File: src/ccms_regs.vh
// Constants for the CPU clock mode select block
`ifndef CCMS_REGS_VH
`define CCMS_REGS_VH

// Register byte offsets on the APB
`define CCMS_OFF_STATUS 8'h00
`define CCMS_OFF_RANGE_SEL 8'h04
`define CCMS_OFF_PERIOD 8'h08
`define CCMS_OFF_CFG_BASE 8'h10
`define CCMS_OFF_CFG_LAST 8'h1C

// Address layout
`define CCMS_ADDR_W 8
`define CCMS_WORD_LSB 2
`define CCMS_CFG_IDX_W 2
`define CCMS_CFG_NUM 4

// Bus range config fields
`define CCMS_CFG_W 6
`define CCMS_CFG_WAIT_MSB 3
`define CCMS_CFG_WAIT_LSB 0
`define CCMS_CFG_TRI_BIT 4
`define CCMS_CFG_ALE_BIT 5
`define CCMS_CFG_RESET 6'h00

// Stretch arithmetic
`define CCMS_WAIT_TOP 5'h0F
`define CCMS_TRI_TOP 2'h1

// Status fields
`define CCMS_ST_MODE_MSB 2
`define CCMS_ST_MODE_LSB 0
`define CCMS_ST_MULT_BIT 3
`define CCMS_ST_PRESC_BIT 4
`define CCMS_ST_DIRECT_BIT 5

// Sampled mode codes
`define CCMS_MODE_X4 3'h7
`define CCMS_MODE_X3 3'h6
`define CCMS_MODE_X2 3'h5
`define CCMS_MODE_X5 3'h4
`define CCMS_MODE_DIRECT 3'h3
`define CCMS_MODE_X1P5 3'h2
`define CCMS_MODE_PRESC 3'h1
`define CCMS_MODE_X2P5 3'h0

// Factor in halves, and phases per input period equal twice the factor
`define CCMS_F2_X4 4'h8
`define CCMS_F2_X3 4'h6
`define CCMS_F2_X2 4'h4
`define CCMS_F2_X5 4'hA
`define CCMS_F2_X1P5 4'h3
`define CCMS_F2_X2P5 4'h5
`define CCMS_F2_NONE 4'h2

// Period measurement
`define CCMS_PER_W 16
`define CCMS_PER_RESET 16'h0010
`define CCMS_PER_MAX 16'hFFFF

`endif

File: src/ccms_sync.v
// Two flip-flop synchroniser for pin inputs
module ccms_sync #(
   parameter WIDTH = 1
) (
   // Clock and reset
   input wire clk_i,
   input wire rst_b_i,
   // Asynchronous levels in, synchronous levels out
   input wire [WIDTH-1:0] async_i,
   output wire [WIDTH-1:0] sync_o
);
   genvar g;
   generate
      for (g = 0; g < WIDTH; g = g + 1)
      begin : bit_sync
         reg meta_reg; // First stage, read only by second stage
         reg hold_reg; // Second stage, safe to use
         // One chain per bit
         always @(posedge clk_i)
         begin
            if (!rst_b_i)
            begin
               meta_reg <= 1'b0;
               hold_reg <= 1'b0;
            end
            else
            begin
               meta_reg <= async_i[g];
               hold_reg <= meta_reg;
            end
         end
         assign sync_o[g] = hold_reg;
      end
   endgenerate
endmodule

File: src/ccms_cfgram.v
// Small memory holding the bus range configuration words
`include "ccms_regs.vh"
module ccms_cfgram (
   // Clock
   input wire clk_i,
   // Write port
   input wire wr_en_i,
   input wire [`CCMS_CFG_IDX_W-1:0] wr_idx_i,
   input wire [`CCMS_CFG_W-1:0] wr_data_i,
   // Read port, data registered
   input wire [`CCMS_CFG_IDX_W-1:0] rd_idx_i,
   output reg [`CCMS_CFG_W-1:0] rd_data_o
);
   reg [`CCMS_CFG_W-1:0] mem [0:`CCMS_CFG_NUM-1]; // Storage words
   integer i;
   // Initial contents cleared for simulation start
   initial
   begin
      for (i = 0; i < `CCMS_CFG_NUM; i = i + 1)
         mem[i] = `CCMS_CFG_RESET;
      rd_data_o = `CCMS_CFG_RESET;
   end
   // Write and registered read
   always @(posedge clk_i)
   begin
      if (wr_en_i)
         mem[wr_idx_i] <= wr_data_i;
      rd_data_o <= mem[rd_idx_i];
   end
endmodule

File: src/ccms_top.v
// CPU clock mode select: strap sampling, clock paths, bus stretch decode
//
// Behaviour
// - Sample three mode pins during reset
// - Code 001 divides input by two
// - Code 011 passes input straight through
// - Other codes multiply by the table factor
// - Every CPU clock edge is one phase tick
// - Multiplier resyncs every F transitions, gradually
// - Direct drive: two phases equal one period
// - Stretch amounts come from range config registers
// - Stretch: ALE count, 2(15-wait), 2(1-tri)
//
// Decided for this implementation: the register offsets and the APB interface to the registers.
`include "ccms_regs.vh"
module ccms_top (
   // Clock and reset
   input wire CLOCK_I,
   input wire RST_B_I,
   // APB slave
   input wire PSEL_I,
   input wire PENABLE_I,
   input wire PWRITE_I,
   input wire [`CCMS_ADDR_W-1:0] PADDR_I,
   input wire [31:0] PWDATA_I,
   output reg [31:0] PRDATA_O,
   output wire PREADY_O,
   output reg PSLVERR_O,
   // Oscillator and mode pins
   input wire XTAL_I,
   input wire [2:0] CLOCK_MODE_PINS_I,
   // Generated CPU clock
   output reg CPU_CLK_O,
   output reg PHASE_TICK_O,
   output reg MULT_EN_O,
   output reg [2:0] CLOCK_MODE_O,
   // Stretch of the selected bus range, in phases
   output reg [1:0] ALE_EXT_PHASES_O,
   output reg [4:0] WAIT_PHASES_O,
   output reg [1:0] TRISTATE_PHASES_O
);
   // Factor in halves for a mode code
   function [3:0] ccms_factor2;
      input [2:0] code;
      begin
         case (code)
            `CCMS_MODE_X4: ccms_factor2 = `CCMS_F2_X4;
            `CCMS_MODE_X3: ccms_factor2 = `CCMS_F2_X3;
            `CCMS_MODE_X2: ccms_factor2 = `CCMS_F2_X2;
            `CCMS_MODE_X5: ccms_factor2 = `CCMS_F2_X5;
            `CCMS_MODE_X1P5: ccms_factor2 = `CCMS_F2_X1P5;
            `CCMS_MODE_X2P5: ccms_factor2 = `CCMS_F2_X2P5;
            default: ccms_factor2 = `CCMS_F2_NONE;
         endcase
      end
   endfunction

   // Word address belongs to the config block
   function ccms_is_cfg;
      input [`CCMS_ADDR_W-1:0] addr;
      begin
         ccms_is_cfg = (addr >= `CCMS_OFF_CFG_BASE) && (addr <= `CCMS_OFF_CFG_LAST)
            && (addr[1:0] == 2'h0);
      end
   endfunction

   // Path states, one-hot
   localparam ST_PRESC = 3'h1;
   localparam ST_DIRECT = 3'h2;
   localparam ST_MULT = 3'h4;

   // Synchronised pins
   wire xtal_s; // Oscillator level after two flops
   wire [2:0] mode_pins_s; // Mode pins after two flops
   ccms_sync #(.WIDTH(1)) u_sync_xtal (
      .clk_i(CLOCK_I),
      .rst_b_i(1'b1),
      .async_i(XTAL_I),
      .sync_o(xtal_s)
   );
   ccms_sync #(.WIDTH(3)) u_sync_mode (
      .clk_i(CLOCK_I),
      .rst_b_i(1'b1),
      .async_i(CLOCK_MODE_PINS_I),
      .sync_o(mode_pins_s)
   );

   // Mode and path state
   reg [2:0] mode_reg; // Latched strap code
   reg [2:0] path_reg; // Active path, one-hot
   reg [2:0] path_next;
   wire [3:0] f2 = ccms_factor2(mode_reg); // Factor in halves

   // Strap capture: pins keep being sampled while reset is low, last value stays
   always @(posedge CLOCK_I)
   begin
      if (!RST_B_I)
         mode_reg <= mode_pins_s;
      // Otherwise hold; pin changes after reset are ignored
   end

   // Path decode from the held code
   always @*
   begin
      case (mode_reg)
         `CCMS_MODE_PRESC: path_next = ST_PRESC;
         `CCMS_MODE_DIRECT: path_next = ST_DIRECT;
         default: path_next = ST_MULT;
      endcase
   end

   // Path register
   always @(posedge CLOCK_I)
   begin
      if (!RST_B_I)
         path_reg <= ST_MULT;
      else
         path_reg <= path_next;
   end

   // Input edge detection on the synchronised level
   reg xtal_d_reg; // Previous input level
   wire xtal_rise = xtal_s & ~xtal_d_reg;
   wire xtal_fall = ~xtal_s & xtal_d_reg;
   wire xtal_edge = xtal_rise | xtal_fall;

   // Period measurement and gradual tracking
   reg [`CCMS_PER_W-1:0] per_cnt_reg; // Clocks since last rising edge
   reg [`CCMS_PER_W-1:0] per_reg; // Tracked period, moves one step per period
   reg [4:0] trans_reg; // Transitions counted in halves

   // Tracking by single steps avoids abrupt CPU frequency jumps
   always @(posedge CLOCK_I)
   begin
      if (!RST_B_I)
      begin
         xtal_d_reg <= xtal_s; // Tracks the pin in reset, so no false edge follows
         per_cnt_reg <= {`CCMS_PER_W{1'b0}};
         per_reg <= `CCMS_PER_RESET;
      end
      else
      begin
         xtal_d_reg <= xtal_s;
         if (xtal_rise)
         begin
            per_cnt_reg <= {`CCMS_PER_W{1'b0}};
            if (per_cnt_reg + 16'h0001 > per_reg)
               per_reg <= per_reg + 16'h0001;
            else if (per_cnt_reg + 16'h0001 < per_reg)
               per_reg <= per_reg - 16'h0001;
         end
         else if (per_cnt_reg != `CCMS_PER_MAX)
            per_cnt_reg <= per_cnt_reg + 16'h0001;
      end
   end

   // Multiplier phase accumulator: 2F phases per tracked input period
   reg [`CCMS_PER_W:0] acc_reg; // Fractional phase position
   wire [`CCMS_PER_W:0] acc_sum = acc_reg + {13'h0000, f2};
   wire mult_tick = (acc_sum >= {1'b0, per_reg});
   wire [4:0] trans_sum = trans_reg + 5'h02; // One transition is two halves
   wire resync_now = xtal_edge && (trans_sum >= {1'b0, f2});
   // Residue after this cycle's tick, and half a tracked period for the pull direction
   wire [`CCMS_PER_W:0] acc_after = mult_tick ? acc_sum - {1'b0, per_reg} : acc_sum;
   wire [`CCMS_PER_W:0] acc_half = {2'b00, per_reg[`CCMS_PER_W-1:1]};
   wire [`CCMS_PER_W:0] acc_step = {{`CCMS_PER_W{1'b0}}, 1'b1}; // One unit of phase
   wire acc_zero = (acc_after == {(`CCMS_PER_W+1){1'b0}}); // Already on an edge
   wire acc_early = !acc_zero && (acc_after < acc_half); // CPU edge came a bit early
   wire acc_late = !acc_zero && (acc_after >= acc_half); // CPU edge is still due

   // Accumulator and transition counter
   always @(posedge CLOCK_I)
   begin
      if (!RST_B_I)
      begin
         acc_reg <= {(`CCMS_PER_W+1){1'b0}};
         trans_reg <= 5'h00;
      end
      else
      begin
         if (xtal_edge)
            trans_reg <= resync_now ? trans_sum - {1'b0, f2} : trans_sum;
         // Every Fth transition the phase is pulled one unit toward the input edge;
         // a hard realign would insert a short phase and extra ticks at odd factors
         if (resync_now && acc_early)
            acc_reg <= acc_after - acc_step;
         else if (resync_now && acc_late)
            acc_reg <= acc_after + acc_step;
         else
            acc_reg <= acc_after;
      end
   end

   // CPU clock and phase tick; every edge of the CPU clock is one phase
   reg tick_next;
   always @*
   begin
      case (path_reg)
         ST_PRESC: tick_next = xtal_rise; // Phase is one input period
         ST_DIRECT: tick_next = xtal_edge; // Edge pair spans one period
         ST_MULT: tick_next = mult_tick; // Phase pull keeps it locked
         default: tick_next = 1'b0;
      endcase
   end

   // Output clock register; limited to half the system clock rate
   always @(posedge CLOCK_I)
   begin
      if (!RST_B_I)
      begin
         CPU_CLK_O <= 1'b0;
         PHASE_TICK_O <= 1'b0;
         MULT_EN_O <= 1'b0;
         CLOCK_MODE_O <= 3'h0;
      end
      else
      begin
         PHASE_TICK_O <= tick_next;
         if (path_reg == ST_DIRECT)
            CPU_CLK_O <= xtal_s; // Follows input duty cycle
         else if (tick_next)
            CPU_CLK_O <= ~CPU_CLK_O;
         MULT_EN_O <= (path_reg == ST_MULT);
         CLOCK_MODE_O <= mode_reg;
      end
   end

   // APB: one wait cycle per access so the config memory can answer
   reg ready_reg; // Access phase answered
   reg [1:0] range_sel_reg; // Range whose stretch drives the outputs
   wire access = PSEL_I & PENABLE_I;
   wire commit = access & ready_reg;
   wire mapped = ccms_is_cfg(PADDR_I) || (PADDR_I == `CCMS_OFF_STATUS)
      || (PADDR_I == `CCMS_OFF_RANGE_SEL) || (PADDR_I == `CCMS_OFF_PERIOD);
   wire [`CCMS_CFG_IDX_W-1:0] cfg_idx = PADDR_I[`CCMS_WORD_LSB+`CCMS_CFG_IDX_W-1:`CCMS_WORD_LSB];
   wire [`CCMS_CFG_IDX_W-1:0] rd_idx = PSEL_I ? cfg_idx : range_sel_reg;
   wire [`CCMS_CFG_W-1:0] cfg_rd; // Registered memory data
   reg rd_own_reg; // Memory data belongs to the selected range
   assign PREADY_O = ready_reg;

   // Bus range configuration words
   ccms_cfgram u_cfgram (
      .clk_i(CLOCK_I),
      .wr_en_i(commit & PWRITE_I & ccms_is_cfg(PADDR_I)),
      .wr_idx_i(cfg_idx),
      .wr_data_i(PWDATA_I[`CCMS_CFG_W-1:0]),
      .rd_idx_i(rd_idx),
      .rd_data_o(cfg_rd)
   );

   // Read data mux
   reg [31:0] rdata_next;
   always @*
   begin
      rdata_next = 32'h00000000;
      if (ccms_is_cfg(PADDR_I))
         rdata_next[`CCMS_CFG_W-1:0] = cfg_rd;
      else if (PADDR_I == `CCMS_OFF_STATUS)
      begin
         rdata_next[`CCMS_ST_MODE_MSB:`CCMS_ST_MODE_LSB] = mode_reg;
         rdata_next[`CCMS_ST_MULT_BIT] = (path_reg == ST_MULT);
         rdata_next[`CCMS_ST_PRESC_BIT] = (path_reg == ST_PRESC);
         rdata_next[`CCMS_ST_DIRECT_BIT] = (path_reg == ST_DIRECT);
      end
      else if (PADDR_I == `CCMS_OFF_RANGE_SEL)
         rdata_next[1:0] = range_sel_reg;
      else if (PADDR_I == `CCMS_OFF_PERIOD)
         rdata_next[`CCMS_PER_W-1:0] = per_reg;
   end

   // Handshake, read capture and range select register
   always @(posedge CLOCK_I)
   begin
      if (!RST_B_I)
      begin
         ready_reg <= 1'b0;
         PRDATA_O <= 32'h00000000;
         PSLVERR_O <= 1'b0;
         range_sel_reg <= 2'h0;
         rd_own_reg <= 1'b0;
      end
      else
      begin
         ready_reg <= access & ~ready_reg;
         rd_own_reg <= ~PSEL_I;
         if (access & ~ready_reg)
         begin
            PRDATA_O <= PWRITE_I ? 32'h00000000 : rdata_next;
            PSLVERR_O <= ~mapped; // Unmapped address answers with an error
         end
         if (commit & PWRITE_I & (PADDR_I == `CCMS_OFF_RANGE_SEL))
            range_sel_reg <= PWDATA_I[1:0];
      end
   end

   // Remaining wait and tristate steps of the selected range
   wire [4:0] wait_left = `CCMS_WAIT_TOP
      - {1'b0, cfg_rd[`CCMS_CFG_WAIT_MSB:`CCMS_CFG_WAIT_LSB]};
   wire [1:0] tri_left = `CCMS_TRI_TOP - {1'b0, cfg_rd[`CCMS_CFG_TRI_BIT]};

   // Stretch decode; updated only from reads of the selected range
   always @(posedge CLOCK_I)
   begin
      if (!RST_B_I)
      begin
         ALE_EXT_PHASES_O <= 2'h0;
         WAIT_PHASES_O <= 5'h1E;
         TRISTATE_PHASES_O <= 2'h2;
      end
      else if (rd_own_reg)
      begin
         ALE_EXT_PHASES_O <= {1'b0, cfg_rd[`CCMS_CFG_ALE_BIT]};
         WAIT_PHASES_O <= {wait_left[3:0], 1'b0};
         TRISTATE_PHASES_O <= {tri_left[0], 1'b0};
      end
   end
endmodule

File: config.mk
export PLATFORM = sky130hd
export DESIGN_NAME = ccms_top
export DESIGN_NICKNAME = d
export VERILOG_FILES = /design/src/ccms_sync.v /design/src/ccms_cfgram.v /design/src/ccms_top.v
export VERILOG_INCLUDE_DIRS = /design/src
export SDC_FILE = /design/constraint.sdc
export NUM_CORES = 1
export LEC_CHECK = 0
export CORE_MARGIN = 2
export CORE_UTILIZATION = 45
export DETAILED_ROUTE_END_ITERATION = 6
export DONT_BUFFER_PORTS = 1
export GPL_ROUTABILITY_DRIVEN = 1
export GPL_TIMING_DRIVEN = 1
export MAX_ROUTING_LAYER = met4
export SYNTH_ARGS = -nofsm -noshare
export SYNTH_HDL_FRONTEND = slang
export SYNTH_SLANG_ARGS = --single-unit
export TNS_END_PERCENT = 1
File: constraint.sdc
create_clock -name CLOCK_I -period 6.29 [get_ports CLOCK_I]
set_input_delay 0.629 -clock CLOCK_I [delete_from_list [all_inputs] [get_ports CLOCK_I]]
set_output_delay 0.629 -clock CLOCK_I [all_outputs]
set_load 0.02 [all_outputs]
==> metrics.md, run 1 <==
| Metric | Value |
|---|---|
| Result of the run | `finished with violations` |
| Violated checks | `DRC` |
| Critical path peak fanout | `8` |
| Clk pin slew, worst setup/hold paths | `0.07 ns` |
| Core utilization of the finished layout | `0.5769` |
| Number of H-tree branching levels | `4` |
| Nature of the critical path startpoint | `flip-flop` |
| Number of enable-type register cells in the synthesized netlist | `27` |
| Hold crit path type | `input pin to flip-flop` |
| Routed WL | `25,440 um` |
| Number of antenna violations at the first check in global routing | `0` |
| Height of the chip | `146.7 um` |
| DIE AREA | `21,520 sq um` |
| Remaining max-slew budget at the tightest pin | `0.3208` |
| Starting Density | `0.4558` |
| Number of rows in the core area | `52` |
| Per-cell routed wire length | `17.37 um` |
| CTS Buf Count | `17` |
| Setup-violating endpoint count in the final report | `0` |
| Delay-heaviest family, CP | `compound AO/OA/AOI/OAI gates` |
| Worst EP required | `6.65 ns` |
| Most frequent cells in the layout | `buf_4 (134), dfxtp_1 (105), nor2_1 (88)` |
| Max Transition Viols Final | `0` |
| Fraction of final layout cells with drive strength greater than 1 | `0.2586` |
| RSZ-0062 raised after global routing | `true` |
| Critical path endpoint category | `flip-flop` |
| Maximum number of pins on one net before global-route repair | `37` |
| Seq/Total Area, Yosys | `0.3179` |
| Final hold violations | `0` |
| Total congestion overflow | `0` |
| CTS tree | `yes` |
| Number of detailed-routing iterations run before antenna repair | `7` |
| Number of buffers on the longest clock path | `2` |
| Ratio of routed vias to standard cells | `5.569` |
| Stage delay of the slowest cell on the critical path | `0.47 ns` |
| GP Congestion | `0.8987` |
| Wire length of the first global-routing pass | `39,550 um` |
| Antenna cells | `0` |
| Setup clock skew after layout | `0.01143 ns` |
| Die extent in x | `146.7 um` |
| Final HPWL from detailed placement | `18,820 um` |
| Sinks on Clock Net | `132` |
| I/O pin count | `98` |
| Post-route cell area | `11,600 sq um` |
| Worst slew pin tran | `1.011 ns` |
| Count of nets after finishing | `1,310` |
| Critical path data arrival time | `6.57 ns` |
| Final Cycle Share | `0.9862` |
| Residual DRC | `1` |
| Placed inst area | `10,250 sq um` |
| Max-Cap Viols | `0` |
| Synthesized area divided by synthesized cell count | `8.670 sq um` |
| Total of hold buffers inserted after clock tree synthesis | `0` |
| Vias after detailed routing | `8,159` |
| Startpoint-to-endpoint class of the critical path | `flip-flop to flip-flop` |
| Vias in the first global route | `7,974` |
| Syn Inst Count | `1,057` |
| Fraction of registers with async set/reset | `0` |
| Starting DRC count in detailed routing | `477` |
| Most common library cell in the layout ignoring fill and taps | `buf_4` |
| Yosys reg bits | `132` |
| Slowest cell on crit path | `o41a_1` |
| Placeable core region | `20,100 sq um` |
| CTS root buf | `clkbuf_16` |
| Number of buffer cells added on primary ports | `0` |
| Ys flop type | `dfxtp_1` |
| Post-Synthesis Cell Area | `9164 sq um` |
| Post-synthesis to final-layout area growth | `26.56%` |
| Clock latency on the worst-skew pair | `0.43 ns` |
| Max Clock Freq | `0.1612 GHz` |
| Post-DRT Antenna Nets | `0` |
| Synth cell types | `97` |
| Yosys Warn Count | `0` |
| Final period demand of the worst path | `6.203 ns` |
| Largest register FFs | `24` |
| Gr usage total | `0.2389` |
| Worst Path Buf+Inv | `5` |
-- timing repair --
action / in CTS / in global routing
gates cloned: 0 / 1
hold endpoints to repair: 0 / 0
setup buffers: 6 / 11
setup endpoints to repair: 15 / 17
gates resized for setup: 21 / 90
pin swaps: 8 / 49
-- area by class of cell --
cell class                      instances  area (sq um)
Fill cell                            1776          8507
Inverter                               76         285.3
Multi-Input combinational cell        815          6341
Sequential cell                       132          2913
Tap cell                              270         337.8
Timing Repair Buffer                  140          1096
Clock buffer                           17         425.4
Clock inverter                         15         198.9
-- worst reg2reg max path: cells and delay by family, from the launching register on --
family	cells	cell delay, ns
compound gates	10	1.94
xor+xnor	2	0.31
fa+ha+maj	3	0.92
buf+inv	5	0.69
flops	1	0.41
simple gates	11	1.87
-- logic make-up after synthesis --
family | share of synthesized area
adder cells (fa/ha/maj) | 0.1111
multiplexers | 0.05639
other | 0.0004092
flip-flops | 0.3179
buffers and inverters | 0.06308
AO/OA/AOI/OAI | 0.1969
AND/OR/NAND/NOR | 0.2045
XOR/XNOR | 0.04970
-- routing by layer --
metal / up-vias / share of wire / track usage
met3: 38 / 0.060 / 0.05155
met4: 0 / 0.019 / 0.06602
met2: 225 / 0.48 / 0.3984
li1: 4060 / - / -
met5: - / 0 / -
met1: 3836 / 0.44 / 0.2936
-- final timing paths --
| kind | to | slack (ns) | cells after the start | from |
|---|---|---|---|---|
| max | acc_reg[11] | 0.09 | 31 | mode_reg[2] |
| min | u_sync_mode.bit_sync[2].meta_reg | 0.22 | 0 | CLOCK_MODE_PINS_I[2] |
| max reg2reg | acc_reg[11] | 0.09 | 31 | mode_reg[2] |
| min reg2reg | u_sync_mode.bit_sync[1].hold_reg | 0.33 | 0 | u_sync_mode.bit_sync[1].meta_reg |
-- metrics by stage --
step / setup TNS, ns / instances / hold WS [ns] / worst slack (ns)
6_report: 0 / 1465 / 0.2227 / 0.08681
3_3_place_gp: -0.9723 / 1415 / 0.3132 / -0.1575
4_1_cts: 0 / 1453 / 0.2035 / 0.007630
2_1_floorplan: 0 / 1075 / 0.3096 / 0.006287
5_1_grt: -0.9176 / 1465 / 0.2041 / -0.1545
3_5_place_dp: -1.998 / 1415 / 0.3154 / -0.2328
-- Yosys cell counts (7+ instances only) --
cell type | instances | area share
a211o_1 | 7 | 0.0067
a211oi_1 | 11 | 0.0090
a21o_1 | 13 | 0.011
a21oi_1 | 67 | 0.037
a22oi_1 | 18 | 0.015
a31oi_1 | 7 | 0.0048
and2_1 | 12 | 0.0082
and3_1 | 16 | 0.011
buf_4 | 19 | 0.016
clkbuf_1 | 23 | 0.0094
dfxtp_1 | 105 | 0.23
edfxtp_1 | 27 | 0.088
ha_1 | 75 | 0.10
inv_1 | 75 | 0.031
mux2_2 | 8 | 0.0098
mux2i_1 | 28 | 0.031
nand2_1 | 90 | 0.037
nand2b_1 | 17 | 0.012
nand3_1 | 29 | 0.016
nand4_1 | 14 | 0.0096
nor2_1 | 92 | 0.038
nor2b_1 | 12 | 0.0082
nor3_1 | 32 | 0.017
nor4_1 | 8 | 0.0055
o21a_1 | 15 | 0.012
o21ai_0 | 42 | 0.023
or2_2 | 8 | 0.0055
or3_1 | 12 | 0.0082
xnor2_1 | 33 | 0.032
xor2_1 | 19 | 0.018
Power of run 1 is not shown: default switching activity piles up to over one toggle a cycle in this logic, so the estimate is an artifact.
==> inputs of run 2 (changes only) <==
--- a/config.mk
+++ b/config.mk
@@ -9,4 +9,5 @@
 export CORE_MARGIN = 2
 export CORE_UTILIZATION = 45
+export CTS_BUF_LIST = sky130_fd_sc_hd__clkbuf_16
 export DETAILED_ROUTE_END_ITERATION = 6
 export DONT_BUFFER_PORTS = 1
==> constraint.sdc (replaced) <==
create_clock -name CLOCK_I -period 6.29 [get_ports CLOCK_I]
set_input_delay 0.9435 -clock CLOCK_I [delete_from_list [all_inputs] [get_ports CLOCK_I]]
set_output_delay 0.9435 -clock CLOCK_I [all_outputs]
set_load 0.02 [all_outputs]
==> metrics.md, run 2 (synthesis results as in run 1) <==
| Metric | Value |
|---|---|
| Result of the run | `finished, final reports clean` |
| Routed WL | `24,550 um (-3.5%)` |
| Remaining max-slew budget at the tightest pin | `0.3347 (+0.01388)` |
| Most common library cell in the layout ignoring fill and taps | `buf_4` |
| Ratio of routed vias to standard cells | `5.523 (-0.84%)` |
| RSZ-0062 raised after global routing | `true` |
| Number of detailed-routing iterations run before antenna repair | `5 (-2)` |
| GP Congestion | `0.8813 (-1.9%)` |
| Die extent in x | `146.7 um (unchanged)` |
| Gr busiest metal | `met2` |
| Starting Density | `0.4558 (unchanged)` |
| Max Clock Freq | `0.1620 GHz (+0.47%)` |
| Number of buffer cells added on primary ports | `0 (unchanged)` |
| Final HPWL from detailed placement | `18,670 um (-0.80%)` |
| Max-Cap Viols | `0 (unchanged)` |
| Number of fill cells | `1,831 (+3.1%)` |
| Max Transition Viols Final | `0 (unchanged)` |
| M2 GR Usage | `0.3911 (-0.007277)` |
| Clock latency on the worst-skew pair | `0.44 ns (about the same)` |
| I/O pin count | `98 (unchanged)` |
| Post-synthesis to final-layout area growth | `23.20%` |
| Final period demand of the worst path | `6.174 ns (-0.02890 ns)` |
| Final hold violations | `0 (unchanged)` |
| Critical path endpoint category | `flip-flop` |
| Stage delay of the slowest cell on the critical path | `0.44 ns (-0.03 ns)` |
| Cell Count, Final, Fillers Out | `1,456 (-0.61%)` |
| Post-DRT Antenna Nets | `0 (unchanged)` |
| Wire length of the first global-routing pass | `39,140 um (-1.0%)` |
| Final Cycle Share | `0.9816 (-0.004594)` |
| Sinks on Clock Net | `132 (unchanged)` |
| DIE AREA | `21,520 sq um (unchanged)` |
| Number of H-tree branching levels | `4 (unchanged)` |
| Vias after detailed routing | `8,041 (-1.4%)` |
| Total of hold buffers inserted after clock tree synthesis | `0 (unchanged)` |
| Most frequent cell on the critical path | `buf_4` |
| Setup-violating endpoint count in the final report | `0 (unchanged)` |
| Placeable core region | `20,100 sq um (unchanged)` |
| # placed instances | `1,415 (unchanged)` |
| Height of the chip | `146.7 um (unchanged)` |
| CTS Buf Count | `17 (unchanged)` |
| Maximum number of pins on one net before global-route repair | `47 (+27%)` |
| Critical path peak fanout | `8 (unchanged)` |
| Number of antenna violations at the first check in global routing | `0 (unchanged)` |
| Starting DRC count in detailed routing | `418 (-12%)` |
| Worst Hold Margin | `0.3288 ns (+0.1061 ns)` |
| Critical path data arrival time | `6.49 ns (-0.08 ns)` |
| Slowest cell on crit path | `edfxtp_1` |
| Total congestion overflow | `0 (unchanged)` |
| Fraction of final layout cells with drive strength greater than 1 | `0.2293 (-0.02924)` |
| Antenna cells | `0 (unchanged)` |
| Largest register FFs | `24 (unchanged)` |
| Vias in the first global route | `7,769 (-2.6%)` |
| Gr usage total | `0.2349 (-0.003967)` |
| Most frequent cells in the layout | `buf_4 (127), dfxtp_1 (104), nand2_1 (89)` |
| Core utilization of the finished layout | `0.5616 (-0.01531)` |
| Number of rows in the core area | `52 (unchanged)` |
| Global-route met1 utilization | `0.2964 (+0.002805)` |
| Worst slew pin tran | `0.9702 ns (-0.04079 ns)` |
| Setup clock skew after layout | `0.02545 ns (+0.01402 ns)` |
| Number of buffers on the longest clock path | `2 (unchanged)` |
| Startpoint-to-endpoint class of the critical path | `flip-flop to flip-flop` |
| Total Neg Setup Slack | `0 ns (unchanged)` |
| Residual DRC | `0 (-1)` |
| Nature of the critical path startpoint | `flip-flop` |
| CTS root buf | `clkbuf_16` |
| Worst EP required | `6.60 ns (-0.05 ns)` |
| GR Layer Usage met3 | `0.04193 (-0.009627)` |
| Clk pin slew, worst setup/hold paths | `0.06 ns (about the same)` |
| CTS tree | `yes` |
| Count of nets after finishing | `1,301 (-0.69%)` |
| Hold crit path type | `flip-flop to flip-flop` |
| Per-cell routed wire length | `16.86 um (-2.9%)` |
==> run 2: final timing paths <==
check | startpoint | endpoint | slack [ns] | cells after the start
max reg2reg | mode_reg[2] | acc_reg[3] | 0.12 | 33
max | mode_reg[2] | acc_reg[3] | 0.12 | 33
min | u_sync_mode.bit_sync[2].meta_reg | u_sync_mode.bit_sync[2].hold_reg | 0.33 | 0
min reg2reg | u_sync_mode.bit_sync[2].meta_reg | u_sync_mode.bit_sync[2].hold_reg | 0.33 | 0
==> run 2: routing by layer <==
layer | part of all wire | up-vias | wire length [um]
met5 | 0 | - | 0
met4 | 0.014 | 0 | 354
met3 | 0.046 | 25 | 1119
met2 | 0.48 | 182 | 11830
met1 | 0.46 | 3798 | 11250
li1 | - | 4036 | -
==> run 2: layout make-up <==
type                    count  area (sq um)  area share
repair buffers            131          1021     0.09044
well taps                 270         337.8     0.02992
multi-input cells         815          6098      0.5402
flip-flops and latches    132          2914      0.2581
clock buffers              17         425.4     0.03768
inverters                  76         285.3     0.02527
clock inverters            15         207.7     0.01840
==> run 2: per-stage QoR <==
stage,setup WS [ns],area (sq um)
2_1_floorplan,0.006287,9283
3_3_place_gp,-0.2216,10250
3_5_place_dp,-0.3092,10250
4_1_cts,-0.03913,11000
5_1_grt,-0.1823,11290
6_report,0.1157,11290
==> run 2: timing repair <==
item / in CTS / in global routing
hold endpoints to repair: 0 / 0
gates resized for setup: 13 / 55
pin swaps: 9 / 20
cloned: 0 / 1
setup buffers: 3 / 5
endpoints found under the setup margin: 16 / 17
==> run 2: critical path, delay by kind of cell (launching register included) <==
family | cells | cell delay, ns
and+or+nand+nor | 12 | 1.58
AOI/OAI and AO/OA | 7 | 1.57
adders and majority gates | 4 | 1.10
buffers and inverters | 8 | 1.03
DFF | 1 | 0.44
muxes | 1 | 0.15
xor gates and xnor gates | 1 | 0.14
Power of run 2 is left out for the same reason.
==> inputs of run 3 (changes only) <==
SYNTH_HIERARCHICAL = 1   (was not set)
clock period = 6.7 ns   (was 6.29 ns; I/O delays follow)
==> metrics.md, run 3 <==
| Metric | Value |
|---|---|
| Die extent in x | `147.7 um (+0.68%)` |
| Routed WL | `24,660 um (+0.45%)` |
| Placed inst area | `9767 sq um (-4.7%)` |
| GR Layer Usage met3 | `0.03796 (-0.003963)` |
| Nature of the critical path startpoint | `flip-flop` |
| Synthesized area divided by synthesized cell count | `8.596 sq um (-0.85%)` |
| Fraction of final layout cells with drive strength greater than 1 | `0.1289 (-0.1005)` |
| Number of rows in the core area | `52 (unchanged)` |
| I/O pin count | `98 (unchanged)` |
| Post-route cell area | `10,490 sq um (-7.1%)` |
| Ranking of synthesized cells by instance count | `dfxtp_1 (105), nor2_1 (101), a21oi_1 (82)` |
| RSZ-0062 raised after global routing | `true` |
| Critical path endpoint category | `flip-flop` |
| Maximum number of pins on one net before global-route repair | `49 (+4.3%)` |
| Final period demand of the worst path | `6.434 ns (+0.2596 ns)` |
| Cell taking the most area after synthesis | `dfxtp_1` |
| GP Congestion | `0.8958 (+1.6%)` |
| Most frequent cells in the layout | `dfxtp_1 (105), nor2_1 (100), a21oi_1 (80)` |
| Area of combinational cells with multiple inputs | `6005 sq um (-1.5%)` |
| Critical path peak fanout | `15 (+7)` |
| Minimum setup slack among reg-to-reg paths | `0.27 ns (+0.15 ns)` |
| Worst EP required | `7.06 ns (+0.46 ns)` |
| Max-Cap Viols | `0 (unchanged)` |
| Setup clock skew after layout | `0.01412 ns (-0.01133 ns)` |
| Slowest cell on crit path | `edfxtp_1` |
| Critical path data arrival time | `6.80 ns (+0.31 ns)` |
| Seq/Total Area, Yosys | `0.3135 (-0.004408)` |
| Fraction of registers with async set/reset | `0 (unchanged)` |
| Stage delay of the slowest cell on the critical path | `0.52 ns (+0.08 ns)` |
| Post-DRT Antenna Nets | `0 (unchanged)` |
| Most frequent cell on the critical path | `nand3_1` |
| Crit path depth | `29 (-12%)` |
| Startpoint-to-endpoint class of the critical path | `flip-flop to flip-flop` |
| Wire length of the first global-routing pass | `38,960 um (-0.48%)` |
| Number of buffer cells added on primary ports | `0 (unchanged)` |
| Number of detailed-routing iterations run before antenna repair | `5 (unchanged)` |
| Hold crit path type | `flip-flop to flip-flop` |
| Max Clock Freq | `0.1554 GHz (-4.0%)` |
| Final HPWL from detailed placement | `18,770 um (+0.53%)` |
| Delay-heaviest family, CP | `compound AO/OA/AOI/OAI gates` |
| Syn Inst Count | `1,081 (+2.3%)` |
| Final Cycle Share | `0.9603 (-0.02132)` |
| Synth cell types | `88 (-9.3%)` |
| Capturing instance or port of the critical path | `acc_reg[4]` |
| Sinks on Clock Net | `132 (unchanged)` |
| Fraction of power spent switching nets | `0.4784` |
| Largest register FFs | `24 (unchanged)` |
| Total net switching power | `2687 uW` |
| VDD IR max | `0.0002942 V` |
| Antenna cells | `0 (unchanged)` |
| Power density cells | `535.3 nW/um^2` |
| Clock latency on the worst-skew pair | `0.44 ns (about the same)` |
| Total Neg Setup Slack | `0 ns (unchanged)` |
| Cell internal pwr | `2929 uW` |
| Ratio of routed vias to standard cells | `5.651 (+2.3%)` |
| Most common library cell in the layout ignoring fill and taps | `dfxtp_1` |
| Number of buffers on the longest clock path | `2 (unchanged)` |
| Starting DRC count in detailed routing | `509 (+22%)` |
| Vias after detailed routing | `7,928 (-1.4%)` |
| Number of fill cells | `1,970 (+7.6%)` |
| Per-cell routed wire length | `17.58 um (+4.2%)` |
| Clk pin slew, worst setup/hold paths | `0.07 ns (about the same)` |
| Number of enable-type register cells in the synthesized netlist | `27 (unchanged)` |
| Vias in the first global route | `7,420 (-4.5%)` |
| Placeable core region | `20,230 sq um (+0.65%)` |
| Post-synthesis to final-layout area growth | `12.90%` |
| Footprint of the flip-flops and latches | `2913 sq um (about the same)` |
| Worst Hold Margin | `0.3735 ns (+0.04469 ns)` |
| Result of the run | `finished, final reports clean` |
| Yosys reg bits | `132 (unchanged)` |
| Remaining max-slew budget at the tightest pin | `0.3603 (+0.02557)` |
| Library cell with the highest instance count after synthesis | `dfxtp_1` |
| Max Transition Viols Final | `0 (unchanged)` |
| Post-Synthesis Cell Area | `9293 sq um (+1.4%)` |
| Global-route met1 utilization | `0.3064 (+0.01003)` |
| Gr busiest metal | `met2` |
| Cell count of the worst reg-to-reg path | `29 (-12%)` |
| Number of antenna violations at the first check in global routing | `0 (unchanged)` |
| Ys flop type | `dfxtp_1` |
| Height of the chip | `147.7 um (+0.68%)` |
| Yosys Warn Count | `6 (+6)` |
| DIE AREA | `21,820 sq um (+1.4%)` |
| Worst slew pin tran | `0.9575 ns (-0.01266 ns)` |
| Total congestion overflow | `0 (unchanged)` |
| Clock network power share | `0.169` |
| M2 GR Usage | `0.3723 (-0.01875)` |
| Gr usage total | `0.2346 (-0.0002515)` |
| CTS tree | `yes` |
| Reg-to-reg endpoint | `acc_reg[4]` |
| Starting Density | `0.4593 (+0.003438)` |
| CTS Buf Count | `17 (unchanged)` |
| Residual DRC | `0 (unchanged)` |
| Core utilization of the finished layout | `0.5185 (-0.04306)` |
| Proportion of power drawn by combinational gates | `0.659` |
| Final hold violations | `0 (unchanged)` |
| Reported leakage power | `0.004385 uW` |
| Setup-violating endpoint count in the final report | `0 (unchanged)` |
| Count of nets after finishing | `1,248 (-4.1%)` |
| Worst Path Buf+Inv | `5 (-3)` |
| Critical register-to-register path startpoint | `mode_reg[2]` |
| Fraction of post-synthesis cell area in the top cell type by area | `0.2262 (-0.003181)` |
| Reg power frac | `0.172` |
| Number of H-tree branching levels | `4 (unchanged)` |
| Cell types occupying the most area after synthesis | `dfxtp_1 (23%), ha_1 (10%), edfxtp_1 (8.7%), a21oi_1 (4.4%), nor2_1 (4.1%)` |
| CTS root buf | `clkbuf_16` |
| Origin of the worst setup path | `mode_reg[2]` |
[run 3: changes by cell type after synthesis, sizes merged, moves of 6 or more]
cell    delta
nand3     +19
a21oi     +17
inv       -15
nand2     -12
and2      +11
nor2      +10
buf        +9
o211ai     +7
xor2       +7
a211o      -6
a211oi     -6
a22oi      -6
[run 3: cell type report]
class,count,area share
clock buffer,18,0.04293
clock inverter,14,0.01479
inverter,62,0.02218
multi-input combinational,855,0.5723
sequential,132,0.2776
tap,270,0.03220
timing repair buffer,52,0.03792
[run 3: worst min path at each step]
stage / endpoint / startpoint / depth (start not counted)
final: xtal_d_reg / u_sync_xtal/sync_o / 0
after global placement: xtal_d_reg / u_sync_xtal/sync_o / 0
after CTS: xtal_d_reg / u_sync_xtal/sync_o / 0
after global routing: xtal_d_reg / u_sync_xtal/sync_o / 0
after detailed placement: xtal_d_reg / u_sync_xtal/sync_o / 0
after floorplan: xtal_d_reg / u_sync_xtal/sync_o / 0
[run 3: what timing repair did]
item                       CTS  global route
setup endpoints to repair    0            17
hold buffers                 0             0
buffers inserted             0             1
resized for setup            0            20
[run 3: stage by stage]
| step | power (uW) | cells | setup slack, ns |
|---|---|---|---|
| CTS | 5420 | 1401 | 0.1347 |
| finish | 5616 | 1403 | 0.2661 |
| detailed placement | 4452 | 1369 | 0.1952 |
| global placement | 4425 | 1369 | 0.1772 |
| floorplan | 3403 | 1106 | 0.3305 |
| global route | 6037 | 1403 | -0.04236 |
[run 3: worst reg2reg max path: cells and delay by family, from the launching register on]
family | cells | cell delay [ns]
AO/OA/AOI/OAI | 10 | 1.99
AND/OR/NAND/NOR | 8 | 1.30
adder cells (fa/ha/maj) | 3 | 1.10
buffers and inverters | 5 | 0.78
flip-flops | 1 | 0.52
XOR/XNOR | 2 | 0.38
multiplexers | 1 | 0.32
[run 3: kinds of logic after synthesis]
kind of cell             count (synthesis)  synth area share
multiplexers                            40           0.05197
buffers and inverters                  120           0.06207
XOR/XNOR                                60           0.05655
other                                    2         0.0008082
AND/OR/NAND/NOR                        398            0.2215
flip-flops                             132            0.3135
adder cells (fa/ha/maj)                 79            0.1096
AO/OA/AOI/OAI                          250            0.1841
[run 3: power by group through the flow]
stage / registers, uW / clock network, uW / logic [uW]
6_report: 966 / 949 / 3700
3_3_place_gp: 979 / 0 / 3450
2_1_floorplan: 956 / 0 / 2450
5_1_grt: 976 / 996 / 4060
3_5_place_dp: 981 / 0 / 3470
4_1_cts: 963 / 964 / 3490
[run 3: metal layers]
metal	part of all wire	wire (um)
met5	0	0
met4	0.023	561
met3	0.055	1347
met2	0.47	11480
met1	0.46	11280
No activity file was read; power rests on OpenSTA's default activity.
